--- config.mk ---
export PLATFORM = sky130hd
export DESIGN_NAME = lblhr_bus_ctrl
export DESIGN_NICKNAME = d
export VERILOG_FILES = /design/src/hdl/lblhr_pkg.sv /design/src/hdl/lblhr_skid_buf.sv /design/src/hdl/lblhr_bus_ctrl.sv
export SDC_FILE = /design/constraint.sdc
export NUM_CORES = 1
export LEC_CHECK = 0
export BUFFER_PORTS_ARGS = -buffer_cell sky130_fd_sc_hd__buf_2
export CAP_MARGIN = 20
export CORE_AREA = 2 2 151 153
export CTS_BUF_LIST = sky130_fd_sc_hd__clkbuf_4 sky130_fd_sc_hd__clkbuf_8 sky130_fd_sc_hd__clkbuf_16
export CTS_CLUSTER_SIZE = 20
export DETAILED_ROUTE_END_ITERATION = 10
export DIE_AREA = 0 0 153 155
export GPL_TIMING_DRIVEN = 0
export PLACE_DENSITY_LB_ADDON = 0.25
export SYNTH_ARGS = -nofsm -noshare
export SYNTH_HDL_FRONTEND = slang
export SYNTH_HIERARCHICAL = 1
export SYNTH_SLANG_ARGS = --single-unit
--- constraint.sdc ---
create_clock -name clk_sys -period 10.6 [get_ports clk_sys]
set_input_delay 1.59 -clock clk_sys [delete_from_list [all_inputs] [get_ports clk_sys]]
set_output_delay 1.59 -clock clk_sys [all_outputs]
set_load 0.02 [all_outputs]
--- src/hdl/lblhr_pkg.sv ---
// shared constants for the local bus lane, hold and reset block
package lblhr_pkg;
	localparam int DATA_W = 32;
	localparam int LANES = 4;
	localparam int BURST_W = 2;
	localparam logic [1:0] BURST_ONE = 2'h0;
	localparam logic [1:0] BURST_TWO = 2'h1;
	localparam logic [1:0] BURST_THREE = 2'h2;
	localparam logic [1:0] BURST_FOUR = 2'h3;
	localparam int SIZE_LSB = 0;
	localparam logic [3:0] LANES_IDLE_N = 4'hF;
	localparam int RESET_MIN_DR_CYCLES = 41;
	localparam int RESET_MIN_CYCLES = (RESET_MIN_DR_CYCLES + 1) / 2;
	localparam int BUF_DEPTH = 2;
	typedef enum logic [2:0] {
		BUS_RESET = 3'b000,
		BUS_IDLE = 3'b001,
		BUS_ADDR = 3'b010,
		BUS_DATA = 3'b011,
		BUS_WAIT = 3'b100,
		BUS_HOLD = 3'b101,
		BUS_CHECK = 3'b110
	} lblhr_state_e;
endpackage : lblhr_pkg

--- src/hdl/lblhr_skid_buf.sv ---
// two-entry valid/ready buffer
`timescale 1ns/1ps
`default_nettype none
module lblhr_skid_buf #(
	parameter int WIDTH = 32,
	parameter int DEPTH = 2
) (
	input wire logic clk_sys,
	input wire logic srst,
	input wire logic clkEn,
	input wire logic inValid,
	output logic inReady,
	input wire logic [WIDTH-1:0] inData,
	output logic outValid,
	input wire logic outReady,
	output logic [WIDTH-1:0] outData
);
	localparam int PW = (DEPTH > 1) ? $clog2(DEPTH) : 1;
	logic [WIDTH-1:0] mem_reg [DEPTH];
	logic [PW-1:0] wrPtr_reg, wrPtr_next, rdPtr_reg, rdPtr_next;
	logic [PW:0] count_reg, count_next;
	logic push, pop;

	assign inReady = (count_reg != (PW+1)'(DEPTH));
	assign outValid = (count_reg != '0);
	assign outData = mem_reg[rdPtr_reg];
	assign push = inValid && inReady;
	assign pop = outValid && outReady;

	always_comb
	begin
		wrPtr_next = wrPtr_reg;
		rdPtr_next = rdPtr_reg;
		count_next = count_reg;
		if (push)
			wrPtr_next = (wrPtr_reg == PW'(DEPTH - 1)) ? '0 : wrPtr_reg + 1'b1;
		if (pop)
			rdPtr_next = (rdPtr_reg == PW'(DEPTH - 1)) ? '0 : rdPtr_reg + 1'b1;
		if (push && !pop)
			count_next = count_reg + 1'b1;
		else if (pop && !push)
			count_next = count_reg - 1'b1;
	end

	always_ff @(posedge clk_sys)
	begin
		if (srst)
		begin
			wrPtr_reg <= '0;
			rdPtr_reg <= '0;
			count_reg <= '0;
		end
		else if (clkEn)
		begin
			wrPtr_reg <= wrPtr_next;
			rdPtr_reg <= rdPtr_next;
			count_reg <= count_next;
			if (push)
				mem_reg[wrPtr_reg] <= inData;
		end
	end
endmodule : lblhr_skid_buf
`default_nettype wire

--- src/hdl/lblhr_bus_ctrl.sv ---
// local bus lane enables, hold hand-over, cache indicator and reset strap
// Notes on behaviour
// - internal clock is double-rate input halved
// - address state carries burst length low bits
// - no ready in data: wait, no strobe
// - four active-low lane enables, lane3 top byte
// - address state shows first word lanes
// - data state shows next word lanes
// - lanes held steady while ready low
// - read lanes mark bytes consumed
// - only contiguous, non-empty lane groups
// - grant: float lines, ack, hold state
// - request drops: ack off, idle/address
// - cacheable indicator driven in address state
// - never cacheable for synchronous accesses
// - cacheable indicator floats when idle
// - error sampled cycle after final ready
// - error input is role strap during reset
// - reset clears, release starts reinit
// - reset ignores inputs, floats, deasserts outputs
`timescale 1ns/1ps
`default_nettype none
module lblhr_bus_ctrl #(
	parameter int DATA_W = lblhr_pkg::DATA_W,
	parameter int LANES = lblhr_pkg::LANES
) (
	input wire logic clk_sys,
	input wire logic srst,
	input wire logic clkEn,
	// transaction request from the core side
	input wire logic reqValid,
	output logic reqReady,
	input wire logic [DATA_W-1:0] reqAddr,
	input wire logic reqWrite,
	input wire logic [1:0] reqBurst,
	input wire logic reqCacheable,
	input wire logic reqSync,
	input wire logic [4*LANES-1:0] reqLanes,
	input wire logic [4*DATA_W-1:0] reqWrData,
	// read words to the core side
	output logic rdValid,
	input wire logic rdReady,
	output logic [DATA_W-1:0] rdData,
	output logic doneValid,
	output logic doneError,
	output logic initRole,
	output logic internalClk,
	// bus pins
	input wire logic [DATA_W-1:0] localAddrDataIn,
	output logic [DATA_W-1:0] localAddrDataOut,
	output logic localAddrDataOe,
	output logic addressStrobeN,
	output logic addressStrobeOe,
	output logic writeNotRead,
	output logic [LANES-1:0] byteLaneEnablesN,
	output logic byteLaneEnablesOe,
	output logic cacheable,
	output logic cacheableOe,
	input wire logic readyN,
	input wire logic holdReq,
	output logic busGrantAck,
	output logic busGrantAckOe,
	input wire logic accessErrorIn
);
	logic [1:0] readySync_reg, holdSync_reg, errSync_reg;
	logic readyIn, holdIn, errIn;
	lblhr_pkg::lblhr_state_e state_reg, state_next;
	logic [DATA_W-1:0] addr_reg, addr_next;
	logic write_reg, write_next, cache_reg, cache_next;
	logic [1:0] burst_reg, burst_next, word_reg, word_next;
	logic [4*LANES-1:0] lanesAll_reg, lanesAll_next;
	logic [4*DATA_W-1:0] wrData_reg, wrData_next;
	logic [LANES-1:0] lanesOut_reg, lanesOut_next;
	logic [DATA_W-1:0] dataOut_reg, dataOut_next;
	logic strobe_reg, strobe_next, grant_reg, grant_next;
	logic error_reg, error_next, done_reg, done_next;
	logic role_reg, role_next, halfClk_reg;
	logic [5:0] rstCnt_reg, rstCnt_next;
	logic bufInValid, bufInReady;
	logic [DATA_W-1:0] bufInData;

	// ready, hold and error pins cross two flops before use; read data goes straight to the buffer
	always_ff @(posedge clk_sys)
	begin
		if (srst)
		begin
			readySync_reg <= 2'h0;
			holdSync_reg <= 2'h0;
			errSync_reg <= 2'h0;
		end
		else if (clkEn)
		begin
			readySync_reg <= {readySync_reg[0], ~readyN};
			holdSync_reg <= {holdSync_reg[0], holdReq};
			errSync_reg <= {errSync_reg[0], accessErrorIn};
		end
	end
	assign readyIn = readySync_reg[1];
	assign holdIn = holdSync_reg[1];
	assign errIn = errSync_reg[1];

	// halved clock
	always_ff @(posedge clk_sys)
	begin
		if (srst)
			halfClk_reg <= 1'b0;
		else if (clkEn)
			halfClk_reg <= ~halfClk_reg;
	end
	assign internalClk = halfClk_reg;

	function automatic logic lanesLegal(input logic [LANES-1:0] actv);
		logic seenOn, seenGap, ok;
		seenOn = 1'b0;
		seenGap = 1'b0;
		ok = 1'b1;
		for (int i = 0; i < LANES; i++)
		begin
			if (actv[i] && seenGap)
				ok = 1'b0;
			if (!actv[i] && seenOn)
				seenGap = 1'b1;
			if (actv[i])
				seenOn = 1'b1;
		end
		return ok && seenOn;
	endfunction : lanesLegal

	// illegal lane groups fall back to the full word
	function automatic logic [LANES-1:0] laneSel(input logic [4*LANES-1:0] all,
		input logic [1:0] idx);
		logic [LANES-1:0] a;
		a = all[idx*LANES +: LANES];
		return lanesLegal(a) ? ~a : '0;
	endfunction : laneSel

	assign reqReady = (state_reg == lblhr_pkg::BUS_IDLE) && !holdIn && !srst;

	always_comb
	begin
		state_next = state_reg;
		addr_next = addr_reg;
		write_next = write_reg;
		cache_next = cache_reg;
		burst_next = burst_reg;
		word_next = word_reg;
		lanesAll_next = lanesAll_reg;
		wrData_next = wrData_reg;
		lanesOut_next = lanesOut_reg;
		dataOut_next = dataOut_reg;
		strobe_next = 1'b0;
		grant_next = grant_reg;
		error_next = 1'b0;
		done_next = 1'b0;
		role_next = role_reg;
		rstCnt_next = rstCnt_reg;
		bufInValid = 1'b0;
		bufInData = localAddrDataIn;
		case (state_reg)
			lblhr_pkg::BUS_RESET:
			begin
				// reinit after minimum settle count
				if (rstCnt_reg >= 6'(lblhr_pkg::RESET_MIN_CYCLES))
					state_next = lblhr_pkg::BUS_IDLE;
				else
					rstCnt_next = rstCnt_reg + 6'h1;
			end
			lblhr_pkg::BUS_IDLE:
			begin
				if (holdIn)
				begin
					state_next = lblhr_pkg::BUS_HOLD;
					grant_next = 1'b1;
				end
				else if (reqValid)
				begin
					state_next = lblhr_pkg::BUS_ADDR;
					addr_next = reqAddr;
					write_next = reqWrite;
					cache_next = reqCacheable && !reqSync;
					burst_next = reqBurst;
					word_next = 2'h0;
					lanesAll_next = reqLanes;
					wrData_next = reqWrData;
					strobe_next = 1'b1;
					lanesOut_next = laneSel(reqLanes, 2'h0);
					dataOut_next = {reqAddr[DATA_W-1:2], reqBurst};
				end
			end
			lblhr_pkg::BUS_ADDR:
			begin
				state_next = lblhr_pkg::BUS_DATA;
				dataOut_next = wrData_reg[0 +: DATA_W];
				if (burst_reg != 2'h0)
					lanesOut_next = laneSel(lanesAll_reg, 2'h1);
			end
			lblhr_pkg::BUS_DATA, lblhr_pkg::BUS_WAIT:
			begin
				if (readyIn && bufInReady)
				begin
					bufInValid = !write_reg;
					if (word_reg == burst_reg)
						state_next = lblhr_pkg::BUS_CHECK;
					else
					begin
						word_next = word_reg + 2'h1;
						state_next = lblhr_pkg::BUS_DATA;
						strobe_next = 1'b1;
						dataOut_next = wrData_reg[(word_reg + 2'h1)*DATA_W +: DATA_W];
						if (word_reg + 2'h1 < burst_reg)
							lanesOut_next = laneSel(lanesAll_reg, word_reg + 2'h2);
					end
				end
				else
					state_next = lblhr_pkg::BUS_WAIT; // lanes unchanged
			end
			lblhr_pkg::BUS_CHECK:
			begin
				error_next = errIn;
				done_next = 1'b1;
				lanesOut_next = lblhr_pkg::LANES_IDLE_N;
				state_next = holdIn ? lblhr_pkg::BUS_HOLD : lblhr_pkg::BUS_IDLE;
				grant_next = holdIn;
			end
			lblhr_pkg::BUS_HOLD:
			begin
				if (!holdIn)
				begin
					grant_next = 1'b0;
					state_next = lblhr_pkg::BUS_IDLE;
				end
			end
			default:
				state_next = lblhr_pkg::BUS_RESET;
		endcase
	end

	always_ff @(posedge clk_sys)
	begin
		if (srst)
		begin
			state_reg <= lblhr_pkg::BUS_RESET;
			addr_reg <= '0;
			write_reg <= 1'b0;
			cache_reg <= 1'b0;
			burst_reg <= 2'h0;
			word_reg <= 2'h0;
			lanesAll_reg <= '0;
			wrData_reg <= '0;
			lanesOut_reg <= lblhr_pkg::LANES_IDLE_N;
			dataOut_reg <= '0;
			strobe_reg <= 1'b0;
			grant_reg <= 1'b0;
			error_reg <= 1'b0;
			done_reg <= 1'b0;
			rstCnt_reg <= 6'h0;
		end
		else if (clkEn)
		begin
			state_reg <= state_next;
			addr_reg <= addr_next;
			write_reg <= write_next;
			cache_reg <= cache_next;
			burst_reg <= burst_next;
			word_reg <= word_next;
			lanesAll_reg <= lanesAll_next;
			wrData_reg <= wrData_next;
			lanesOut_reg <= lanesOut_next;
			dataOut_reg <= dataOut_next;
			strobe_reg <= strobe_next;
			grant_reg <= grant_next;
			error_reg <= error_next;
			done_reg <= done_next;
			rstCnt_reg <= rstCnt_next;
		end
	end

	// role strap tracked through reset
	always_ff @(posedge clk_sys)
	begin
		if (clkEn)
			role_reg <= (state_reg == lblhr_pkg::BUS_RESET) ? errIn : role_next;
	end
	assign initRole = role_reg;

	lblhr_skid_buf #(
		.WIDTH(DATA_W),
		.DEPTH(lblhr_pkg::BUF_DEPTH)
	) lblhr_skid_buf_inst (
		.clk_sys(clk_sys),
		.srst(srst),
		.clkEn(clkEn),
		.inValid(bufInValid),
		.inReady(bufInReady),
		.inData(bufInData),
		.outValid(rdValid),
		.outReady(rdReady),
		.outData(rdData)
	);

	// pin drive; bus lines float in reset and hold, grant ack floats in reset only
	logic busActive;
	assign busActive = (state_reg == lblhr_pkg::BUS_ADDR) || (state_reg == lblhr_pkg::BUS_DATA)
		|| (state_reg == lblhr_pkg::BUS_WAIT);
	assign localAddrDataOut = dataOut_reg;
	assign localAddrDataOe = (state_reg == lblhr_pkg::BUS_ADDR) || (busActive && write_reg);
	assign addressStrobeN = ~strobe_reg;
	assign addressStrobeOe = strobe_reg;
	assign writeNotRead = write_reg;
	assign byteLaneEnablesN = lanesOut_reg;
	assign byteLaneEnablesOe = busActive && (lanesOut_reg != lblhr_pkg::LANES_IDLE_N);
	assign cacheable = cache_reg && (state_reg == lblhr_pkg::BUS_ADDR);
	assign cacheableOe = busActive;
	assign busGrantAck = grant_reg;
	assign busGrantAckOe = (state_reg != lblhr_pkg::BUS_RESET);
	assign doneValid = done_reg;
	assign doneError = error_reg;
endmodule : lblhr_bus_ctrl
`default_nettype wire

# Word level (Yosys, flattened, before mapping)

Memory sizes are Yosys's and may differ from the RTL's. A register that Yosys moved wholly into a read port is not among the register bits.
Index checks and enable logic that the tools add are counted.

Register bits after elaboration: 211
RAM bits: 64
Input port bits: 221
Logic and storage cells: 252
Memories: 1

Memory list:

| name                        | depth | bits a word | rd ports | clocked after Yosys merged registers in | write ports | RTL line             | source |
|---|---|---|---|---|---|---|---|
| lblhr_skid_buf_inst.mem_reg | 2     | 32          | 1        | 1                                       | 1           | lblhr_skid_buf.sv:19 | `logic [WIDTH-1:0] mem_reg [DEPTH];` |

Add/sub/neg operators: 8
$lt $le $gt $ge: 2
Equal/unequal tests: 19
Shift-type cells: 2
Muxes and demuxes: 128
Bitwise gates (word level): 8
Reductions and logical operators: 62

Operators with widths:

| operator                                                                            | count |
|---|---|
| 32-bit 2-to-1 mux                                                                   | 4 |
| 128-bit by 9-bit variable part select with 32-bit output                            | 1 |
| 1-bit 2-to-1 mux                                                                    | 96 |
| 32-bit one-hot mux with 3 select lines                                              | 1 |
| 4-bit 2-to-1 mux                                                                    | 9 |
| 1-bit logical AND                                                                   | 26 |
| 3-bit 2-to-1 mux                                                                    | 7 |
| 2-bit inequality test, second input constant                                        | 10 |
| 3-bit one-hot mux with 6 select lines                                               | 1 |
| 4-bit one-hot mux with 4 select lines                                               | 1 |
| 16-bit by 5-bit variable part select with 4-bit output                              | 1 |
| 1-bit zero test                                                                     | 12 |
| 2-bit 2-to-1 mux                                                                    | 6 |
| 4-bit inverter                                                                      | 3 |
| 4-bit AND reduction                                                                 | 3 |
| 6-bit AND reduction                                                                 | 2 |
| 3-bit == test, second input constant                                                | 3 |
| 3-bit nonzero test                                                                  | 3 |
| 2-bit AND reduction                                                                 | 4 |
| 8-bit AND reduction                                                                 | 1 |
| 2-bit nonzero test                                                                  | 4 |
| 6-bit by 1-bit adder with 6-bit output, second input constant                       | 1 |
| 3-bit by 2-bit == test with 1-bit output, second input constant                     | 2 |
| 6-bit by 5-bit greater-or-equal comparator with 1-bit output, second input constant | 1 |
| other kinds (19)                                                                    | 27 |

# Depth between registers and ports, before layout

Gate-level depths: netlist of run 1.

Word-level depth: 30
Depth in mapped cells: 9
Gate-level depth less buffers: 8

# Cells and area by module

The synthesis of run 1 kept the hierarchy.

Modules (own cells, without submodules):

| module         | times used | cells each | area each (um2) | sequential area each (um2) |
|---|---|---|---|---|
| lblhr_bus_ctrl | 1          | 1252       | 10053.4         | 4154.0 |
| lblhr_skid_buf | 1          | 129        | 2586.2          | 2021.9 |

# Least setup slack after synthesis of run 1

OpenSTA, ideal clock, no wires.

Kind: input -> register
Start: input srst
End: memory lblhr_skid_buf_inst.mem_reg[1][0], enable pin
Arrival time: 4133 ps
Required time: 10132 ps
Path slack: 5999 ps
Stages: 2
Cells stage by stage: buf_4 nor3b_1

Cells in the longest elaborated chain, start to end: 2

RTL lines:

| what                                   | RTL line             | source |
|---|---|---|
| start: declaration                     | lblhr_bus_ctrl.sv:28 | `input wire logic srst,` |
| 1-bit 2-to-1 mux                       | lblhr_skid_buf.sv:47 | `if (srst)` |
| 1-bit 2-to-1 mux (implied by the code) | lblhr_skid_buf.sv:59 | `mem_reg[wrPtr_reg] <= inData;` |
| end: declaration                       | lblhr_skid_buf.sv:19 |  |

Every way passes these cells.

# Worst setup path after layout of run 1

Start: input srst
End: output reqReady

Cells in the longest elaborated chain, start to end: 2

RTL lines:

| what              | RTL line              | source |
|---|---|---|
| 1-bit zero test   | lblhr_bus_ctrl.sv:137 | `assign reqReady = (state_reg == lblhr_pkg::BUS_IDLE) && !holdIn && !srst;` |
| 1-bit logical AND | lblhr_bus_ctrl.sv:137 |  |
| end: declaration  | lblhr_bus_ctrl.sv:32  | `output logic reqReady,` |

Every way passes these cells.

==> results of run 1 <==
==> cell usage after synthesis, types with 8 or more instances <==
master	n
clkbuf_1	66
o22ai_1	32
nand2_1	342
a21oi_1	192
a2bb2oi_1	33
mux2i_1	39
dfxtp_1	211
a221oi_2	32
o21ai_0	15
inv_1	48
buf_2	34
xnor2_1	8
nor2_1	41
o2bb2ai_1	32
edfxtp_1	65
a22oi_1	32
xor2_1	14
mux2_2	28
==> metrics by stage <==
stage,cells,area [um2],util [%],hold slack [ps],total power [mW]
3_5_place_dp,1972,14600,65.6,446,2.16
4_1_cts,2024,15500,69.9,454,3.15
6_report,2033,15600,70.0,455,3.15
3_3_place_gp,1966,14500,65.2,440,2.13
2_1_floorplan,1381,12600,-,429,1.86
5_1_grt,2028,15500,69.9,469,3.29
==> cell families (layout without fill, tap and decap cells) <==
logic type	count (synthesis)	after routing	synth area share [%]
buffers and inverters	166	524	5.89
AOI/OAI and AO/OA	407	407	22.5
and+or+nand+nor	427	427	13.8
adders and majority gates	6	6	0.594
xor gates and xnor gates	22	22	1.52
other	0	9	0
DFF	276	276	48.9
muxes	77	77	6.86
==> area by class of cell <==
| cell class | instances | area, um2 |
|---|---|---|
| fillers | 1831 | 6680 |
| flip-flops and latches | 276 | 6180 |
| multi-input cells | 939 | 5730 |
| repair buffers | 306 | 1580 |
| clock buffers | 37 | 805 |
| plain buffers | 117 | 561 |
| well taps | 285 | 357 |
| inverters | 49 | 184 |
| clock inverters | 15 | 143 |
| diodes | 9 | 22.5 |
==> metal layers <==
layer | wire [um] | track usage [%] | vias to the layer above | part of all wire, %
met5 | 13 | 0 | - | 0.034
met2 | 17900 | 52.3 | 576 | 47
met4 | 1340 | 11.6 | 2 | 3.5
met3 | 3390 | 4.57 | 94 | 9.0
li1 | - | - | 5557 | -
met1 | 15200 | 39.3 | 5430 | 40
==> cell usage in the layout (no fill, tap or decap), drive strengths merged, types with 10 or more instances in the layout <==
cell type	synthesis	routed
buf	51	357
nand2	342	342
dfxtp	211	211
a21oi	194	194
clkbuf	66	103
edfxtp	65	65
inv	48	48
nor2	41	41
mux2i	39	39
mux2	34	34
a2bb2oi	33	33
a221oi	33	33
o22ai	32	32
a22oi	32	32
o2bb2ai	32	32
o21ai	16	16
xor2	14	14
clkinv	1	10
==> power groups by stage <==
stage	sequential (mW)	combinational, mW	clock [mW]
4_1_cts	1.21	0.927	1.01
3_3_place_gp	1.23	0.902	0
3_5_place_dp	1.24	0.923	0
6_report	1.22	0.941	0.998
2_1_floorplan	1.28	0.583	0
5_1_grt	1.22	1.01	1.05
==> worst register-to-register path, delay by kind of cell (launching register included) <==
kind	cells	cell delay (ps)
AOI/OAI and AO/OA	3	760
xor gates and xnor gates	1	220
adders and majority gates	1	260
buffers and inverters	2	660
DFF	1	490
and+or+nand+nor	1	310
==> final timing paths <==
path                                 startpoint                  end  slack, ps  depth (start not counted)
worst min register to register  wrData_reg[112]      wrData_reg[112]        450                          2
worst min-delay path            wrData_reg[112]      wrData_reg[112]        450                          2
worst max register to register      word_reg[0]  byteLaneEnablesN[2]       7810                          8
worst max-delay path                       srst             reqReady       6180                          4
==> results.cfg, run 1 <==
[run_status]
status = finished clean

[setup_path]
max_stage_delay_ps = 620
crit_buf_inv = 3
required_ps = 9010
critPathKind = input pin to output pin
crit_chain = clkbuf_1 -> clkbuf_1 -> nor4_1 -> buf_2
cp_slowest_cell = clkbuf_1
cp_top_family = buffers and inverters
cp.arrival_ps = 2830
startpoint_type = input pin
cpMostUsedCell = clkbuf_1
crit_path_end_kind = output pin
crit_fanout = 10

[clocking]
clk_latency_ps = 560
cts.sinks = 276
clock_path_buffers = 3
post_cts_buffers = 0
clkSlewWorstSetupHoldPaths_ps = 60
htree_levels = 1
cts_root_buf = clkbuf_16
cts_hold_buf = 0
cts_tree = yes
cts_made_buffers = 28
post_cts.resized_instances = 0

[logic_synthesis]
synth-seq-cells = 276
synth.largest_area_cell = dfxtp_1
syn_nets = 1608
synth_top_area_share_pct = 33.4
synth_area_per_cell_um2 = 9.15
synth_async_sr_flop_share_pct = 0
ys_types = 64
synth_edf_count = 65
synth.area.top_cells = dfxtp_1 (33%), edfxtp_1 (15%), nand2_1 (10%), a21oi_1 (7.6%), a221oi_2 (3.8%)
ys_seq_area_share_pct = 48.9
syn_area_mm2 = 0.0126
syn_inst = 1381
synthFlopType = dfxtp_1
ys_warn_count = 6

[timing]
layout_setup_ws_ps = 6180
tns_ps = 0
worstMarginPinSlew_ps = 857
fmax_ghz = 0.226
period_share_pct = 41.7
slew_violations = 0
finalCriticalPeriod_ps = 4420
rsz0062_at_grt = no
finalClockSkew_ps = 14.9
worst_slew_margin_rel_pct = 42.5
setup_violations = 0
hold_viol = 0

[grt]
antenna_found_initial = 6
grt_pass1_vias = 11200
grt_pass1_wl_um = 58300
overflow = 0
grt_use_total_pct = 30.5
grt_max_degree = 15

[placed_design]
place_ws_ps = 6220
portBuffers = 300
dp_hpwl_um = 29000
gp_congestion = 0.938

[power]
pwr-share-comb_pct = 29.8
power.ir.vdd_worst_mv = 0.133
p_leak_nw = 5.84
clockPowerShare_pct = 31.7
p_int_mw = 2.08
swShare_pct = 34.1
pwr-share-seq_pct = 38.5
power_density_mw_per_mm2 = 203
p_sw_mw = 1.08

[route]
wirelength_um = 37800
via_per_inst = 5.73
detail_route.first_pass.iterations = 7
drtIter0Drc = 881
routed-via-count = 11700
wire_per_inst_um = 18.6
drc = 0
drtAntennaViolNets = 0

[min_path]
hold_class = register to register

[flow_run]
max_cap_viol_count = 0

[floorplanning]
die_area_mm2 = 0.0237
start_util_pct = 56.9
die_x_um = 153
fp-row-count = 55
design.core.area_mm2 = 0.0222
fp.dieH_um = 155
io_pins = 304

[finish]
final_layout_size_suffix_gt1_share_pct = 27.5
final_nets = 1944
largest_reg_flops = 128
area_growth_pct = 23.0
Power figures use the tool's default switching activity.
==> run 2, diff against run 1 <==
--- a/config.mk
+++ b/config.mk
@@ -7,11 +7,11 @@
 export LEC_CHECK = 0
 export BUFFER_PORTS_ARGS = -buffer_cell sky130_fd_sc_hd__buf_2
 export CAP_MARGIN = 20
-export CORE_AREA = 2 2 151 153
+export CORE_AREA = 2 2 164 166
 export CTS_BUF_LIST = sky130_fd_sc_hd__clkbuf_4 sky130_fd_sc_hd__clkbuf_8 sky130_fd_sc_hd__clkbuf_16
 export CTS_CLUSTER_SIZE = 20
 export DETAILED_ROUTE_END_ITERATION = 10
-export DIE_AREA = 0 0 153 155
+export DIE_AREA = 0 0 166 168
 export GPL_TIMING_DRIVEN = 0
 export PLACE_DENSITY_LB_ADDON = 0.25
 export SYNTH_ARGS = -nofsm -noshare
==> constraint.sdc (replaced) <==
create_clock -name clk_sys -period 3.7 [get_ports clk_sys]
set_input_delay 0.555 -clock clk_sys [delete_from_list [all_inputs] [get_ports clk_sys]]
set_output_delay 0.555 -clock clk_sys [all_outputs]
set_load 0.02 [all_outputs]
==> run 2 against run 1 <==
Against the previous run: global-route usage is 4.1 points lower; first-iteration DRC count is 10% lower; cell count is 2.6% higher; critical path depth is 2 higher; clock skew is 5.7 ps lower; core utilization is 11 points lower; non-clock buffer count is 2 lower; largest cell class unchanged.
==> results.cfg, run 2 (synthesized netlist as in run 1, its figures left out) <==
[run_status]
status = finished clean

[setup_path]
cp_top_family = buffers and inverters
required_ps = 3140
crit_path_end_kind = output pin
max_stage_delay_ps = 490
crit_buf_inv = 5
crit_chain = buf_2 -> buf_1 -> inv_1 -> clkbuf_1 -> a22o_1 -> buf_2
cpMostUsedCell = buf_2
critPathKind = register to output pin
cp_slowest_cell = buf_1
crit_fanout = 10
cp.arrival_ps = 2790
startpoint_type = register

[timing]
worstMarginPinSlew_ps = 793
finalClockSkew_ps = 9.15
setup_violations = 0
fmax_ghz = 0.299
finalCriticalPeriod_ps = 3340
hold_viol = 0
rsz0062_at_grt = no
worst_slew_margin_rel_pct = 47.1
period_share_pct = 90.3
layout_setup_ws_ps = 358
slew_violations = 0

[finish]
final_layout_size_suffix_gt1_share_pct = 27.5
fillCellCount = 2405
area_growth_pct = 23.8
largest_reg_flops = 128
layout_commonest_cell = nand2_1
final_nets = 1943
finish.instance_area_mm2 = 0.0157
final_util_pct = 59.4
final_cell_count_no_fill = 2086
layout_common_cells = nand2_1 (342), buf_2 (334), dfxtp_1 (211)

[flow_run]
max_cap_viol_count = 0

[route]
wirelength_um = 38300
drtIter0Drc = 791
wire_per_inst_um = 18.4
via_per_inst = 5.48
drtAntennaViolNets = 0
drc = 0
routed-via-count = 11400
detail_route.first_pass.iterations = 7

[floorplanning]
die_area_mm2 = 0.0279
start_util_pct = 48.0
design.core.area_mm2 = 0.0264
fp-row-count = 60
fp.dieH_um = 168
io_pins = 304
die_x_um = 166

[placed_design]
gp_congestion = 0.896
place_ws_ps = 888
portBuffers = 300
placed_cell_area_mm2 = 0.0147
dp_hpwl_um = 29400
placed_cells = 2026

[clocking]
htree_levels = 1
clk_latency_ps = 550
cts.sinks = 276
post_cts.resized_instances = 0
post_cts_buffers = 0
cts_hold_buf = 0
cts_tree = yes
cts_root_buf = clkbuf_16
clkSlewWorstSetupHoldPaths_ps = 60
clock_path_buffers = 3
cts_made_buffers = 29

[grt]
grt_pass1_wl_um = 59400
grt_pass1_vias = 11200
grt_use_total_pct = 26.5
antenna_found_initial = 8
overflow = 0
grt_max_degree = 20

[min_path]
hold_class = input pin to register

[power]
power_density_mw_per_mm2 = 584
p_leak_nw = 5.86
power.ir.vdd_worst_mv = 0.561
-- run 2: routing by layer --
metal | share of wire, % | up-vias | global-route usage (%)
met2 | 47 | 454 | 44.2
met5 | 0.10 | - | 0
met4 | 3.0 | 6 | 8.96
met1 | 42 | 5355 | 34.8
met3 | 7.9 | 69 | 4.68
li1 | - | 5552 | -
-- run 2: stage by stage --
step	hold WS, ps	total power, mW	setup TNS, ps
floorplan	429	5.34	0
global placement	440	6.17	-9900
detailed placement	443	6.21	0
CTS	171	9.16	0
global route	171	9.55	0
finish	194	9.14	0
-- run 2: worst paths after layout --
| check | start | end | slack, ps | cells after the start |
|---|---|---|---|---|
| worst max register to register | word_reg[1] | byteLaneEnablesN[1] | 860 | 9 |
| worst min register to register | wrData_reg[103] | wrData_reg[103] | 450 | 2 |
| worst max-delay path | state_reg[0] | localAddrDataOe | 360 | 6 |
| worst min-delay path | localAddrDataIn[15] | lblhr_skid_buf_inst/mem_reg[1][15] | 190 | 1 |
-- run 2: where the power goes --
part / switching [mW] / internal (mW)
logic: 1.73 / 0.961
registers: 0.163 / 3.32
clock network: 1.23 / 1.73
total: 3.12 / 6.01
-- run 2: area by class of cell --
cell class,instances,area (um2),share of cell area [%]
timing repair buffer,304,1570,10.1
inverter,49,184,1.17
antenna,6,15.0,0.0959
multi-input combinational,939,5740,36.7
tap,341,427,2.73
buffer,117,561,3.58
sequential,276,6180,39.5
clock inverter,20,189,1.21
clock buffer,34,787,5.03
-- run 2: worst reg2reg max path, cell delays in order (launching register included) --
cell and delay [ps]:
dfxtp_1 300, buf_2 190, buf_2 350, buf_4 320, xor2_1 230, ha_1 270, a221oi_1 280, o211ai_1 190
or2_1 310, o311ai_1 320
==> run 3, diff against run 2 <==
--- a/config.mk
+++ b/config.mk
@@ -5,13 +5,14 @@
 export SDC_FILE = /design/constraint.sdc
 export NUM_CORES = 1
 export LEC_CHECK = 0
+export ABC_AREA = 1
 export BUFFER_PORTS_ARGS = -buffer_cell sky130_fd_sc_hd__buf_2
 export CAP_MARGIN = 20
-export CORE_AREA = 2 2 164 166
+export CORE_AREA = 2 2 160 162
 export CTS_BUF_LIST = sky130_fd_sc_hd__clkbuf_4 sky130_fd_sc_hd__clkbuf_8 sky130_fd_sc_hd__clkbuf_16
 export CTS_CLUSTER_SIZE = 20
 export DETAILED_ROUTE_END_ITERATION = 10
-export DIE_AREA = 0 0 166 168
+export DIE_AREA = 0 0 162 164
 export GPL_TIMING_DRIVEN = 0
 export PLACE_DENSITY_LB_ADDON = 0.25
 export SYNTH_ARGS = -nofsm -noshare
==> run 3 against run 2 <==
Against the previous run: clock skew is 4.3 ps higher; sequential cell count stayed put; highest routed layer unchanged; count of clock-buffer cells in the layout is 7 higher; first-iteration DRC count is 5.1% lower; critical path depth is 1 higher; global-route usage is 0.44 points lower; largest cell class unchanged; die area is 4.7% lower; wire length is 7.5% lower; combinational power is 77% lower; sequential share of layout area is 2.4 points higher.
==> results.cfg, run 3 <==
[setup_path]
startpoint_type = register
critPathKind = register to register
r2r_start = state_reg[1]
crit_path_end_kind = register
crit_chain = nand2_1 -> o21ai_4 -> inv_4 -> nor3_1 -> nand3_1 -> nor3_4 -> buf_16
cp_top_family = simple AND/OR/NAND/NOR gates
crit_fanout = 17
required_ps = 3940
cp.arrival_ps = 3260
max_stage_delay_ps = 760
crit_start = state_reg[1]
cp_slowest_cell = nor3_4
crit_buf_inv = 2

[clocking]
cts.sinks = 276
cts_made_buffers = 29
clock_path_buffers = 3
cts_hold_buf = 0
htree_levels = 1
clkSlewWorstSetupHoldPaths_ps = 60
post_cts.resized_instances = 0
clk_latency_ps = 550
cts_root_buf = clkbuf_16
cts_tree = yes
post_cts_buffers = 0

[timing]
worst_slew_margin_rel_pct = 39.2
hold_viol = 0
rsz0062_at_grt = no
finalClockSkew_ps = 13.5
period_share_pct = 81.6
slew_violations = 0
layout_setup_ws_ps = 680
tns_ps = 0
worstMarginPinSlew_ps = 910
setup_violations = 0
fmax_ghz = 0.331
finalCriticalPeriod_ps = 3020
whs_ps = 204

[logic_synthesis]
synth.area.top_cells = dfxtp_1 (36%), edfxtp_1 (17%), o21ai_0 (9.0%), nand2_1 (8.5%), a21oi_1 (6.6%)
ys_seq_area_share_pct = 52.6
synth_adder_area_share_pct = 0.639
synth_async_sr_flop_share_pct = 0
synth-seq-cells = 276
syn_area_mm2 = 0.0117
muxShareOfSynthArea_pct = 4.11
synth_simple_gate_area_share_pct = 15.2
syn_inst = 1426
synth_area_per_cell_um2 = 8.24
synthFlopType = dfxtp_1
synth_top_family_by_area = compound AO/OA/AOI/OAI gates
syn_nets = 1653
synth.most_common_cell = nand2_1
ys_types = 37
synth_xor_area_share_pct = 0.224
ys_warn_count = 6
synth_edf_count = 65
synth_top_area_share_pct = 36.0
synth.largest_area_cell = dfxtp_1
yosys-top-cells-count = nand2_1 (267), dfxtp_1 (211), o21ai_0 (211)
synth_compound_area_share_pct = 19.4

[finish]
largest_reg_flops = 128
layout_commonest_cell = buf_2
final_util_pct = 59.5
final_nets = 1986
layout_common_cells = buf_2 (316), nand2_1 (267), o21ai_0 (211), dfxtp_1 (211), nor2_1 (156)
fillCellCount = 2325
final_layout_size_suffix_gt1_share_pct = 23.6
layout.area.seq_mm2 = 0.00618
area_growth_pct = 25.6
multi_input_area_mm2 = 0.00467

[grt]
grt_pass1_vias = 10500
antenna_found_initial = 9
grt_use_total_pct = 26.0
grt_max_degree = 33
grt_pass1_wl_um = 54300
overflow = 0

[floorplanning]
die_x_um = 162
start_util_pct = 47.3
fp.dieH_um = 164
design.core.area_mm2 = 0.0248
io_pins = 304
fp-row-count = 58
die_area_mm2 = 0.0266

[power]
p_leak_nw = 5.91
power.ir.vdd_worst_mv = 0.319
power_density_mw_per_mm2 = 467

[min_path]
hold_class = input pin to register
hp-start = localAddrDataIn[31]

[route]
drtAntennaViolNets = 0
routed-via-count = 11000
drc = 0
detail_route.first_pass.iterations = 5
wire_per_inst_um = 16.7
drtIter0Drc = 751
wirelength_um = 35400
via_per_inst = 5.17

[placed_design]
dp_hpwl_um = 27000
portBuffers = 301
place_ws_ps = 666
gp_congestion = 0.912

[run_status]
status = finished clean

[flow_run]
max_cap_viol_count = 0
## run 3: stage by stage
step / std cells / area, um2 / power, mW
floorplan: 1426 / 11800 / 3.58
global placement: 2057 / 13700 / 3.85
detailed placement: 2058 / 13700 / 3.86
CTS: 2112 / 14700 / 6.91
global route: 2118 / 14800 / 7.11
finish: 2120 / 14800 / 6.89
## run 3: final timing paths
path | to | slack, ps | cells past startpoint
worst min register to register | rstCnt_reg[5] | 440 | 2
worst max-delay path | lblhr_skid_buf_inst/mem_reg[1][25] | 680 | 7
worst min-delay path | lblhr_skid_buf_inst/mem_reg[0][31] | 200 | 1
worst max register to register | lblhr_skid_buf_inst/mem_reg[1][25] | 680 | 7
## run 3: cells by family (layout without fill, tap and decap cells)
family / Yosys count / count (layout)
mux: 33 / 33
flops: 276 / 276
simple gates: 459 / 459
other cells: 0 / 8
compound gates: 428 / 428
fa+ha+maj: 6 / 6
buf+inv: 221 / 577
xor+xnor: 3 / 3
## run 3: cell type report
cell class	count	area share [%]
flip-flops and latches	276	41.8
clock inverters	13	1.29
repair buffers	302	10.4
multi-input cells	929	31.7
clock buffers	41	5.65
diodes	8	0.136
plain buffers	91	2.90
well taps	330	2.80
inverters	130	3.32
## run 3: power by group
group | internal [mW] | switching [mW]
sequential | 3.15 | 0.0364
combinational | 0.224 | 0.388
clock | 1.92 | 1.17
total | 5.29 | 1.59
## run 3: per-layer routing
| metal | track usage (%) | part of all wire, % | vias up |
|---|---|---|---|
| met4 | 8.53 | 2.6 | 4 |
| li1 | - | - | 5422 |
| met3 | 4.42 | 7.6 | 64 |
| met5 | 0 | 0.048 | - |
| met2 | 46.0 | 49 | 424 |
| met1 | 32.4 | 41 | 5056 |
